===== config.mk =====
export PLATFORM = sky130hd
export DESIGN_NAME = pcg_gating
export DESIGN_NICKNAME = d
export VERILOG_FILES = /design/src/hdl/pcg_pkg.sv /design/src/hdl/pcg_mode_select.sv /design/src/hdl/pcg_gating.sv
export SDC_FILE = /design/constraint.sdc
export NUM_CORES = 1
export LEC_CHECK = 0
export CAP_MARGIN = 20
export CORE_MARGIN = 5
export CORE_UTILIZATION = 54
export CTS_BUF_LIST = sky130_fd_sc_hd__clkbuf_8
export DETAILED_ROUTE_END_ITERATION = 6
export DONT_BUFFER_PORTS = 1
export GPL_TIMING_DRIVEN = 0
export PLACE_DENSITY = 0.7
export SYNTH_ARGS = -nofsm -noshare
export SYNTH_HDL_FRONTEND = slang
export SYNTH_SLANG_ARGS = --single-unit

===== constraint.sdc =====
create_clock -name mclk_in -period 3.63 [get_ports mclk_in]
set_input_delay 0.726 -clock mclk_in [delete_from_list [all_inputs] [get_ports mclk_in]]
set_output_delay 0.726 -clock mclk_in [all_outputs]
set_load 0.005 [all_outputs]

===== src/hdl/pcg_pkg.sv =====
package pcg_pkg;

  // register byte offsets
  localparam logic [11:0] PCG_RUN_ZERO_OFF    = 12'h0100;
  localparam logic [11:0] PCG_RUN_ONE_OFF     = 12'h0104;
  localparam logic [11:0] PCG_SLEEP_ZERO_OFF  = 12'h0110;
  localparam logic [11:0] PCG_SLEEP_ONE_OFF   = 12'h0114;
  localparam logic [11:0] PCG_DEEP_ZERO_OFF   = 12'h0120;
  localparam logic [11:0] PCG_DEEP_ONE_OFF    = 12'h0124;
  localparam logic [11:0] PCG_RUN_CONFIG_OFF  = 12'h0060;
  localparam logic [11:0] PCG_INT_STATUS_OFF  = 12'h0130;
  localparam logic [11:0] PCG_INT_MASK_OFF    = 12'h0134;
  localparam logic [11:0] PCG_FAULT_ADDR_OFF  = 12'h0138;

  // writable bit masks of the two gating register layouts
  localparam logic [31:0] PCG_ZERO_MASK = 32'h0310_0048;
  localparam logic [31:0] PCG_ONE_MASK  = 32'h070F_1111;
  localparam logic [31:0] PCG_GATE_RESET = 32'h0000_0000;

  // field positions, set zero
  localparam int PCG_CAN_SECOND_BIT  = 25;
  localparam int PCG_CAN_FIRST_BIT   = 24;
  localparam int PCG_PWM_BIT         = 20;
  localparam int PCG_HIBERNATION_BIT = 6;
  localparam int PCG_WATCHDOG_BIT    = 3;
  // auto gating select position in run clock config
  localparam int PCG_AUTO_GATE_BIT  = 27;

  // unit count: 32 bits of set zero then 32 of set one
  localparam int PCG_UNITS = 64;

  // interrupt status bits
  localparam int PCG_EV_FAULT     = 0;
  localparam int PCG_EV_MODE      = 1;
  localparam int PCG_EV_WIDTH     = 2;

  // power modes
  typedef enum logic [1:0] {
    PCG_MODE_RUN,
    PCG_MODE_SLEEP,
    PCG_MODE_DEEP
  } pcg_mode_type;

endpackage


===== src/hdl/pcg_mode_select.sv =====
`timescale 1ns/1ps
// picks which gating set applies in the present power mode
module pcg_mode_select
  import pcg_pkg::*;
(
  // mode and selector
  input  wire logic [1:0]  mode_in,
  input  wire logic        auto_gate_in,
  // the three sets, 64 unit bits each
  input  wire logic [63:0] run_set_in,
  input  wire logic [63:0] sleep_set_in,
  input  wire logic [63:0] deep_set_in,
  // chosen set
  output logic      [63:0] active_set_out
);

  // without auto gating the run set stays in force in every mode
  always_comb begin
    active_set_out = run_set_in;
    if (auto_gate_in) begin
      unique case (mode_in)
        PCG_MODE_SLEEP: active_set_out = sleep_set_in;
        PCG_MODE_DEEP:  active_set_out = deep_set_in;
        default:        active_set_out = run_set_in;
      endcase
    end
  end

endmodule


===== src/hdl/pcg_gating.sv =====
`timescale 1ns/1ps
module pcg_gating
  import pcg_pkg::*;
(
  // clock and reset
  input  wire logic        mclk_in,
  input  wire logic        resetn_in,
  // register port
  input  wire logic [11:0] reg_addr_in,
  input  wire logic [31:0] reg_wdata_in,
  input  wire logic        reg_write_in,
  input  wire logic        reg_read_in,
  output logic      [31:0] reg_rdata_out,
  // processor power mode
  input  wire logic        sleep_in,
  input  wire logic        deep_sleep_in,
  // peripheral access probe: unit index and access strobe
  input  wire logic [5:0]  unit_sel_in,
  input  wire logic        unit_access_in,
  // per-unit clock enables
  output logic      [63:0] unit_clk_en_out,
  // bus fault pulse and interrupt
  output logic             bus_fault_out,
  output logic             irq_out
);

  ////////////////////////////////////////////////////////////////////////
  // register map, byte offsets from the control base
  //   0x100  run set zero: can 25 and 24, pwm 20, hibernation 6,
  //          watchdog 3
  //   0x104  run set one: comparators, timers, serial units
  //   0x110  sleep set zero, laid out like run set zero
  //   0x114  sleep set one, laid out like run set one
  //   0x120  deep sleep set zero
  //   0x124  deep sleep set one
  //   0x060  run clock config, bit 27 selects automatic gating
  //   0x130  interrupt status, write one to clear
  //   0x134  interrupt mask, laid out like the status
  //   0x138  unit index of the most recent fault, bits 5:0
  //   other offsets ignore writes and read as zero
  // status bit 0 records a fault, bit 1 a change of power mode
  // reserved bits ignore writes and read back as zero, so a
  // read-modify-write by software leaves them as they were
  // the probe port names a unit by its bit in {set one, set zero}:
  // 0 to 31 fall in set zero, 32 to 63 in set one

  ////////////////////////////////////////////////////////////////////////
  // state
  // four groups of state below, each with one process for its next
  // values and one that only stores them
  logic [31:0] run_zero;        // run set zero
  logic [31:0] run_one;         // run set one
  logic [31:0] sleep_zero;      // sleep set zero
  logic [31:0] sleep_one;       // sleep set one
  logic [31:0] deep_zero;       // deep set zero
  logic [31:0] deep_one;        // deep set one
  logic        auto_gate;       // automatic gating select
  logic [PCG_EV_WIDTH-1:0] int_status; // sticky events
  logic [PCG_EV_WIDTH-1:0] int_mask;   // interrupt mask
  logic [5:0]  fault_unit;      // unit of the last fault
  logic [1:0]  last_mode;       // mode seen last cycle
  logic [63:0] clk_en;          // registered enables
  logic        fault;           // registered fault pulse
  logic        irq;             // registered interrupt
  logic [31:0] rdata;           // registered read data

  // next values
  logic [31:0] next_run_zero;
  logic [31:0] next_run_one;
  logic [31:0] next_sleep_zero;
  logic [31:0] next_sleep_one;
  logic [31:0] next_deep_zero;
  logic [31:0] next_deep_one;
  logic        next_auto_gate;
  logic [PCG_EV_WIDTH-1:0] next_int_status;
  logic [PCG_EV_WIDTH-1:0] next_int_mask;
  logic [5:0]  next_fault_unit;
  logic [1:0]  next_last_mode;
  logic [63:0] next_clk_en;
  logic        next_fault;
  logic        next_irq;
  logic [31:0] next_rdata;

  // combinational helpers
  pcg_mode_type mode;           // present power mode
  logic [63:0]  active_set;     // set in force this cycle
  logic [PCG_EV_WIDTH-1:0] events; // event pulses this cycle

  ////////////////////////////////////////////////////////////////////////
  // mode decode: deep sleep wins if both are asserted
  // both levels are taken as synchronous to the clock; a step from
  // sleep to deep sleep counts as one more change of mode
  always_comb begin
    if (deep_sleep_in) begin
      mode = PCG_MODE_DEEP;
    end else if (sleep_in) begin
      mode = PCG_MODE_SLEEP;
    end else begin
      mode = PCG_MODE_RUN;
    end
  end

  // set selection lives in its own module
  // a change of mode reaches the enables one cycle later, so the
  // first cycle of sleep still runs on the set that applied before
  pcg_mode_select u_select (
    .mode_in        (mode),
    .auto_gate_in   (auto_gate),
    .run_set_in     ({run_one, run_zero}),
    .sleep_set_in   ({sleep_one, sleep_zero}),
    .deep_set_in    ({deep_one, deep_zero}),
    .active_set_out (active_set)
  );

  ////////////////////////////////////////////////////////////////////////
  // gating registers and config: writes keep reserved bits at zero
  // a write lands on the edge that takes it, so a read in the very
  // next cycle already returns the new value
  always_comb begin
    next_run_zero   = run_zero;
    next_run_one    = run_one;
    next_sleep_zero = sleep_zero;
    next_sleep_one  = sleep_one;
    next_deep_zero  = deep_zero;
    next_deep_one   = deep_one;
    next_auto_gate  = auto_gate;
    next_int_mask   = int_mask;
    if (reg_write_in) begin
      unique case (reg_addr_in)
        PCG_RUN_ZERO_OFF: begin
          next_run_zero = reg_wdata_in & PCG_ZERO_MASK;
        end
        PCG_RUN_ONE_OFF: begin
          next_run_one = reg_wdata_in & PCG_ONE_MASK;
        end
        PCG_SLEEP_ZERO_OFF: begin
          next_sleep_zero = reg_wdata_in & PCG_ZERO_MASK;
        end
        PCG_SLEEP_ONE_OFF: begin
          next_sleep_one = reg_wdata_in & PCG_ONE_MASK;
        end
        PCG_DEEP_ZERO_OFF: begin
          next_deep_zero = reg_wdata_in & PCG_ZERO_MASK;
        end
        PCG_DEEP_ONE_OFF: begin
          next_deep_one = reg_wdata_in & PCG_ONE_MASK;
        end
        PCG_RUN_CONFIG_OFF: begin
          next_auto_gate = reg_wdata_in[PCG_AUTO_GATE_BIT];
        end
        PCG_INT_MASK_OFF: begin
          next_int_mask = reg_wdata_in[PCG_EV_WIDTH-1:0];
        end
        default: begin
          // other offsets are ignored on write
        end
      endcase
    end
  end

  ////////////////////////////////////////////////////////////////////////
  // fault detection, fault unit, mode history and enables
  // the fault looks at the set in force now rather than at the
  // lagging enable output, so a write that switches a unit on
  // already covers an access taken in the following cycle
  always_comb begin
    // an access to a gated unit completes as a fault, not a transfer
    next_fault      = unit_access_in && !active_set[unit_sel_in];
    next_fault_unit = next_fault ? unit_sel_in : fault_unit;
    next_last_mode  = mode;
    next_clk_en     = active_set;
    events[PCG_EV_FAULT] = next_fault;
    events[PCG_EV_MODE]  = (mode != pcg_mode_type'(last_mode));
  end

  ////////////////////////////////////////////////////////////////////////
  // interrupt status and level
  always_comb begin
    next_int_status = int_status;
    if (reg_write_in && reg_addr_in == PCG_INT_STATUS_OFF) begin
      // write one to clear; zero bits leave their status alone
      next_int_status = int_status & ~reg_wdata_in[PCG_EV_WIDTH-1:0];
    end
    // a new event wins over a clear in the same cycle, so an event
    // that lands beside the clear is never lost
    next_int_status = next_int_status | events;
    // mask is the registered value: a mask write shows a cycle later
    next_irq        = |(next_int_status & int_mask);
  end

  ////////////////////////////////////////////////////////////////////////
  // read mux: data appear the cycle after the read strobe
  // reads have no side effect: status bits clear only on a write,
  // so a polling loop cannot lose an event
  always_comb begin
    next_rdata = 32'h0000_0000;
    if (reg_read_in) begin
      unique case (reg_addr_in)
        PCG_RUN_ZERO_OFF:   next_rdata = run_zero;
        PCG_RUN_ONE_OFF:    next_rdata = run_one;
        PCG_SLEEP_ZERO_OFF: next_rdata = sleep_zero;
        PCG_SLEEP_ONE_OFF:  next_rdata = sleep_one;
        PCG_DEEP_ZERO_OFF:  next_rdata = deep_zero;
        PCG_DEEP_ONE_OFF:   next_rdata = deep_one;
        PCG_RUN_CONFIG_OFF: next_rdata[PCG_AUTO_GATE_BIT] = auto_gate;
        PCG_INT_STATUS_OFF: next_rdata[PCG_EV_WIDTH-1:0] = int_status;
        PCG_INT_MASK_OFF:   next_rdata[PCG_EV_WIDTH-1:0] = int_mask;
        PCG_FAULT_ADDR_OFF: next_rdata[5:0] = fault_unit;
        default:            next_rdata = 32'h0000_0000;
      endcase
    end
  end

  ////////////////////////////////////////////////////////////////////////
  // software registers: every gating bit clears at reset, so all
  // units start unclocked and software turns on only what it needs;
  // the mask and the auto select clear with them
  always_ff @(posedge mclk_in or negedge resetn_in) begin
    if (!resetn_in) begin
      run_zero   <= PCG_GATE_RESET;
      run_one    <= PCG_GATE_RESET;
      sleep_zero <= PCG_GATE_RESET;
      sleep_one  <= PCG_GATE_RESET;
      deep_zero  <= PCG_GATE_RESET;
      deep_one   <= PCG_GATE_RESET;
      auto_gate  <= 1'b0;
      int_mask   <= '0;
    end else begin
      run_zero   <= next_run_zero;
      run_one    <= next_run_one;
      sleep_zero <= next_sleep_zero;
      sleep_one  <= next_sleep_one;
      deep_zero  <= next_deep_zero;
      deep_one   <= next_deep_one;
      auto_gate  <= next_auto_gate;
      int_mask   <= next_int_mask;
    end
  end

  ////////////////////////////////////////////////////////////////////////
  // fault pulse, fault unit, mode history and registered enables;
  // the enables trail the gating registers by one cycle
  always_ff @(posedge mclk_in or negedge resetn_in) begin
    if (!resetn_in) begin
      fault_unit <= 6'h00;
      last_mode  <= 2'h0;
      clk_en     <= 64'h0000_0000_0000_0000;
      fault      <= 1'b0;
    end else begin
      fault_unit <= next_fault_unit;
      last_mode  <= next_last_mode;
      clk_en     <= next_clk_en;
      fault      <= next_fault;
    end
  end

  ////////////////////////////////////////////////////////////////////////
  // sticky event bits and the interrupt level built from them;
  // irq follows status with no further delay; a mask write reaches it one cycle later
  always_ff @(posedge mclk_in or negedge resetn_in) begin
    if (!resetn_in) begin
      int_status <= '0;
      irq        <= 1'b0;
    end else begin
      int_status <= next_int_status;
      irq        <= next_irq;
    end
  end

  ////////////////////////////////////////////////////////////////////////
  // read data register: zero in every cycle but the answer cycle
  always_ff @(posedge mclk_in or negedge resetn_in) begin
    if (!resetn_in) begin
      rdata <= 32'h0000_0000;
    end else begin
      rdata <= next_rdata;
    end
  end

  ////////////////////////////////////////////////////////////////////////
  // outputs straight from flops; bits 6, 3 and 20 gate the
  // hibernation, watchdog and pwm units, and the enables trail a
  // gating write by two edges: one into the register, one into the flop
  assign unit_clk_en_out = clk_en;
  assign bus_fault_out   = fault;
  assign irq_out         = irq;
  assign reg_rdata_out   = rdata;

endmodule


-- Yosys cells after proc, flatten, opt, wreduce, memory -nomap -nowiden
Cells that the tools add are included.
- register bits after elaboration: 159
- input port bits: 57
- output and inout bits: 98
- word-level logic and storage cells: 57
- order comparisons: 1
- eq/ne operators: 13
- multiplexer cells: 12
- bitwise logic cells: 4
- reduce and logical (&&, ||, !) cells: 12
- operator list (kind ; number):
    $pmux 21 s6 ; 1
    $pmux 59 s2 ; 1
    $eq 12x9->1 const B ; 9
    $mux 64 ; 1
    $mux 28 ; 1
    $pmux 4 s7 ; 1
    $reduce_and 2->1 ; 8
    $eq 12x7->1 const B ; 1
    $pmux 2 s6 ; 1
    $lt 6x7->1 const B ; 1
    $bmux 1 s6 ; 1
    $and 2x2->2 ; 2
    $mux 2 ; 2
    $mux 1 ; 3
    $eq 2x1->1 const B ; 1
    $eq 2x2->1 const B ; 1
    $logic_and 1x1->1 ; 2
    $ne 2x2->1 ; 1
    $not 2->2 ; 1
    $or 2x2->2 ; 1
    $reduce_or 2->1 ; 1
    $logic_not 1->1 ; 1

-- Longest topological paths before layout
- depth in word-level cells: 12
- gate-level depth with buffers: 10

-- Hierarchy
A second synthesis with hierarchy kept.
- cell total of the unflattened synthesis: 542
- area total of the unflattened synthesis: 7567.3 sq um
- modules (own cells, without submodules) (module ; times used ; cells an instance ; area each (sq um) ; sequential area each (sq um)):
    pcg_gating ; 1 ; 388 ; 5773.0 ; 3628.5
    pcg_mode_select ; 1 ; 154 ; 1794.2 ; 0.0

-- Worst setup path before layout
Ideal clock, no wire load.
- kind: input-to-reg
- start: input port deep_sleep_in
- end: register fault_unit[0]
- arrival: 2.869 ns
- path slack: 0.636 ns
- cell stages on the path: 8
- buffers on the path: 1
- cell sequence: buf_6 o21a_4 o221a_1 a22o_1 a2111oi_4 or4b_4 a21boi_4 mux2_4
- cells in the longest elaborated chain, start to end: 8
- RTL lines (item ; line ; source):
    start, declared ; pcg_gating.sv:16 ; input wire logic deep_sleep_in,
    $mux 2 (*) ; pcg_gating.sv:94 ; if (deep_sleep_in) begin
    $eq 2x2->1 / $eq 2x1->1 (equally long branches) ; pcg_mode_select.sv:21 ; unique case (mode_in)
    $pmux 59 s2 (*) ; pcg_mode_select.sv:21 ;
    $mux 64 (*) ; pcg_mode_select.sv:20 ; if (auto_gate_in) begin
    net active_set[32] ; pcg_gating.sv:86 ; logic [63:0] active_set;
    $bmux 1 s6 (*) ; pcg_gating.sv:168 ; next_fault = unit_access_in && !active_set[unit_sel_in];
    $mux 1 (not written as such) (*) ; pcg_gating.sv:168 ;
    $logic_not 1->1 (*) ; pcg_gating.sv:168 ;
    $logic_and 1x1->1 (*) ; pcg_gating.sv:168 ;
    net next_fault ; pcg_gating.sv:80 ; logic next_fault;
    end signal, assigned ; pcg_gating.sv:250 ; fault_unit <= next_fault_unit;
    end, declared ; pcg_gating.sv:60 ; logic [5:0] fault_unit;
The timed path passes the listed nets; every way through them passes the cells marked *. The select of a mux whose other input is x is not followed.
A chain may end at the register's enable or synchronous reset.

-- Worst setup path in the final report
- start: register auto_gate
- end: register fault_unit[0]
- cells in the longest elaborated chain, start to end: 5
- RTL lines (item ; line ; source):
    start, declared ; pcg_gating.sv:57 ; logic auto_gate;
    start signal, assigned ; pcg_gating.sv:235 ; auto_gate <= next_auto_gate;
    $mux 64 ; pcg_mode_select.sv:20 ;
    net active_set[57] ; pcg_gating.sv:86 ;
    $bmux 1 s6 ; pcg_gating.sv:168 ;
    $mux 1 (not written as such) ; pcg_gating.sv:168 ;
    $logic_not 1->1 ; pcg_gating.sv:168 ;
    $logic_and 1x1->1 ; pcg_gating.sv:168 ;
    net next_fault ; pcg_gating.sv:80 ;
The timed path passes the listed nets, and every way through them passes these cells. The select of a mux whose other input is x is not followed.

==> impl_metrics.ini <==
[run_status]
outcome = complete, no violations

[clock_network]
cts.sinks = 97
cts_setup_buffers = 0
holdBufCountCts = 0
clock_path_buffers = 2
cts_max_level = 3
tritoncts = built
numCtsBuffers = 9
insertion_delay_ns = 0.36
cts.repair.resized = 0
cts_root_buf = clkbuf_8
path_clk_slew_ns = 0.09

[critical_path]
cp_num_cells = 8
cp_num_buf_inv = 3
slowest_stage = or4b_4
critical_path_class = flip-flop to flip-flop
required_ns = 3.88
crit_path_end_kind = flip-flop
max_stage_delay_ns = 0.50
path_common_cell = buf_2
cp_max_fo = 10
endpoint = fault_unit[0]$_DFFE_PN0P_
ff2ff_setup_slack_ns = 0.58
rr_startpoint = auto_gate$_DFFE_PN0P_
crit_family = buffers and inverters
crit_arrival_ns = 3.30
reg2regPathDepth = 8
r2r_end = fault_unit[0]$_DFFE_PN0P_
crit_path_start = auto_gate$_DFFE_PN0P_
cp-start-kind = flip-flop
path_cells = buf_2, buf_2, buf_1, a21oi_1, nor3b_1, or4b_4, a21boi_4, mux2_4

[global_routing]
antenna_found_initial = 0
grt_max_degree = 98
grt_pass1_wl_um = 18500
grt_usage_pct = 20.9
grt_overflow = 0
grt_pass1_vias = 3501

[routing]
wl_met2_um = 5520
wl_per_cell_um = 18.2
top_layer = met4
num_vias = 3493
drt_iter0_drc = 304
met1_length_um = 4780
wirelength_um = 11600
met3_length_um = 1020
vias_per_cell = 5.47
drc = 0
drt_first_pass_iters = 6
antenna_left = 0

[timing]
setup_tns_ns = 0
relSlewSlack_pct = 36.0
maxSlewViolCount = 0
hold_viol_final = 0
skew_ns = 0.00818
rsz0062_at_grt = false
worstMarginPinSlew_ns = 0.952
finalSetupViolCount = 0
fin_crit_ns = 3.05
fmax_mhz = 328
finalCritPeriodShare_pct = 84.1
setup_ws_ns = 0.579

[power_and_ir_drop]
swShare_pct = 24.2
internal_power_mw = 1.47
clkPwrFrac_pct = 34.6
p_comb_share_pct = 8.3
switching_power_mw = 0.469
power.leakage_nw = 2.82
peakVddDrop_v = 0.000178
power.density_mw_per_mm2 = 349
power.share.sequential_pct = 57.0

[floorplanning]
chipWidth_um = 106
start_util_pct = 54.8
dieArea_mm2 = 0.0113
pin_count = 155
rows = 35
core_area_mm2 = 0.00911
die_height_um = 106

[cells_and_area]
finalCoreUtilization_pct = 60.9
fillers = 763
fin_cells = 639
antenna_cells = 0
design_area_mm2 = 0.00555
drive_gt1_share_pct = 25.8
area_growth_pct = 11.1
nNetsFinal = 581

[logic_synthesis]
synth_top_area_share_pct = 48.6
yosysWarnings = 0
synthDistinctLibCells = 56
synthArstFlopShare_pct = 100
synth-main-ff-cell = dfrtp_1
netlist_top_cells_count = 97 x dfrtp_1, 62 x buf_4, 42 x mux2_2
syn_inst = 452
ys_top_cells_by_area = dfrtp_1 49%, mux2_2 9.5%, buf_4 9.3%, nor2_1 3.0%, mux2_1 2.7%
netlist.top_cell.by_area = dfrtp_1
synth-edff-count = 0
synth_area_mm2 = 0.00499
ys_seq_area_share_pct = 48.6
synth-seq-cells = 97
avgSynthCellArea_um2 = 11.1
yosysMostFrequentCell = dfrtp_1

[place]
placed_cell_area_mm2 = 0.00536
port_buffers = 0
gp_congestion = 0.893
place_worst_setup_slack_ns = 0.281
place_hpwl_um = 8520
place_inst = 624

[job]
maxCapViolations = 0

[hold_path]
hold_path.class = input pin to async pin
==> worst min path at each step <==
| stage | from | end | slack [ns] | depth (start not counted) |
|---|---|---|---|---|
| finish | resetn_in | bus_fault_out$_DFF_PN0_ | 0.05 | 0 |
| global route | resetn_in | bus_fault_out$_DFF_PN0_ | 0.03 | 0 |
| CTS | resetn_in | unit_clk_en_out[51]$_DFF_PN0_ | 0.04 | 0 |
| detailed placement | resetn_in | irq_out$_DFF_PN0_ | 0.43 | 0 |
| global placement | resetn_in | irq_out$_DFF_PN0_ | 0.43 | 0 |
| floorplan | resetn_in | auto_gate$_DFFE_PN0P_ | 0.43 | 0 |
==> cells in the final DEF (no fill, tap or decap), types with 12 or more instances in the layout <==
cell      Yosys  routed
a21oi_1      22      22
mux2_2       42      42
dfrtp_1      97      97
buf_4        62      62
clkbuf_1     15      15
nor2_1       40      40
mux2_1       12      12
nand2_1      17      17
mux2i_1      12      12
conb_1        1      62
==> worst register-to-register path: stages (launching register included) <==
cell and delay, ns:
dfrtp_1 0.35, buf_2 0.24, buf_2 0.29, buf_1 0.48
a21oi_1 0.22, nor3b_1 0.21, or4b_4 0.50, a21boi_4 0.33
mux2_4 0.34
==> power groups by stage <==
stage	sequential (mW)	combinational (mW)	clock, mW
3_5_place_dp	1.13	0.157	0
6_report	1.10	0.162	0.670
3_3_place_gp	1.13	0.156	0
2_1_floorplan	1.12	0.137	0
4_1_cts	1.10	0.157	0.683
5_1_grt	1.11	0.178	0.734
==> cell type report <==
class | count | area (µm²) | share of cell area (%)
Buffer | 85 | 564 | 10.2
Multi-Input combinational cell | 325 | 2210 | 39.8
Clock buffer | 11 | 151 | 2.73
Inverter | 6 | 22.5 | 0.406
Clock inverter | 4 | 35.0 | 0.631
Sequential cell | 97 | 2430 | 43.7
Tap cell | 111 | 139 | 2.50
==> through the flow <==
stage / hold WS, ns / power, mW
global route: 0.0310 / 2.02
global placement: 0.434 / 1.28
CTS: 0.0411 / 1.94
detailed placement: 0.434 / 1.28
finish: 0.0502 / 1.94
floorplan: 0.430 / 1.26
==> registers in the layout (all words and copies together) (netlist names), 5 cells and up <==
signal and flops:
reg_rdata_out 18, unit_clk_en_out 16, deep_one 11, run_one 11, sleep_one 11, fault_unit 6
deep_zero 5, run_zero 5, sleep_zero 5
==> per-layer routing <==
metal | global-route usage (%) | up-vias
li1 | - | 1620
met1 | 27.5 | 1705
met2 | 33.8 | 148
met3 | 5.53 | 20
met4 | 7.03 | 0
met5 | 0 | -
==> kinds of logic (layout without fill, tap and decap cells) <==
| kind of cell | Yosys count | after routing | share of synthesized area [%] |
|---|---|---|---|
| and+or+nand+nor | 123 | 123 | 13.1 |
| DFF | 97 | 97 | 48.6 |
| buffers and inverters | 91 | 106 | 11.7 |
| muxes | 70 | 70 | 15.8 |
| AOI/OAI and AO/OA | 69 | 69 | 10.6 |
| other | 1 | 62 | 0.0751 |
| xor gates and xnor gates | 1 | 1 | 0.175 |
(Power assumes the default switching activity.)
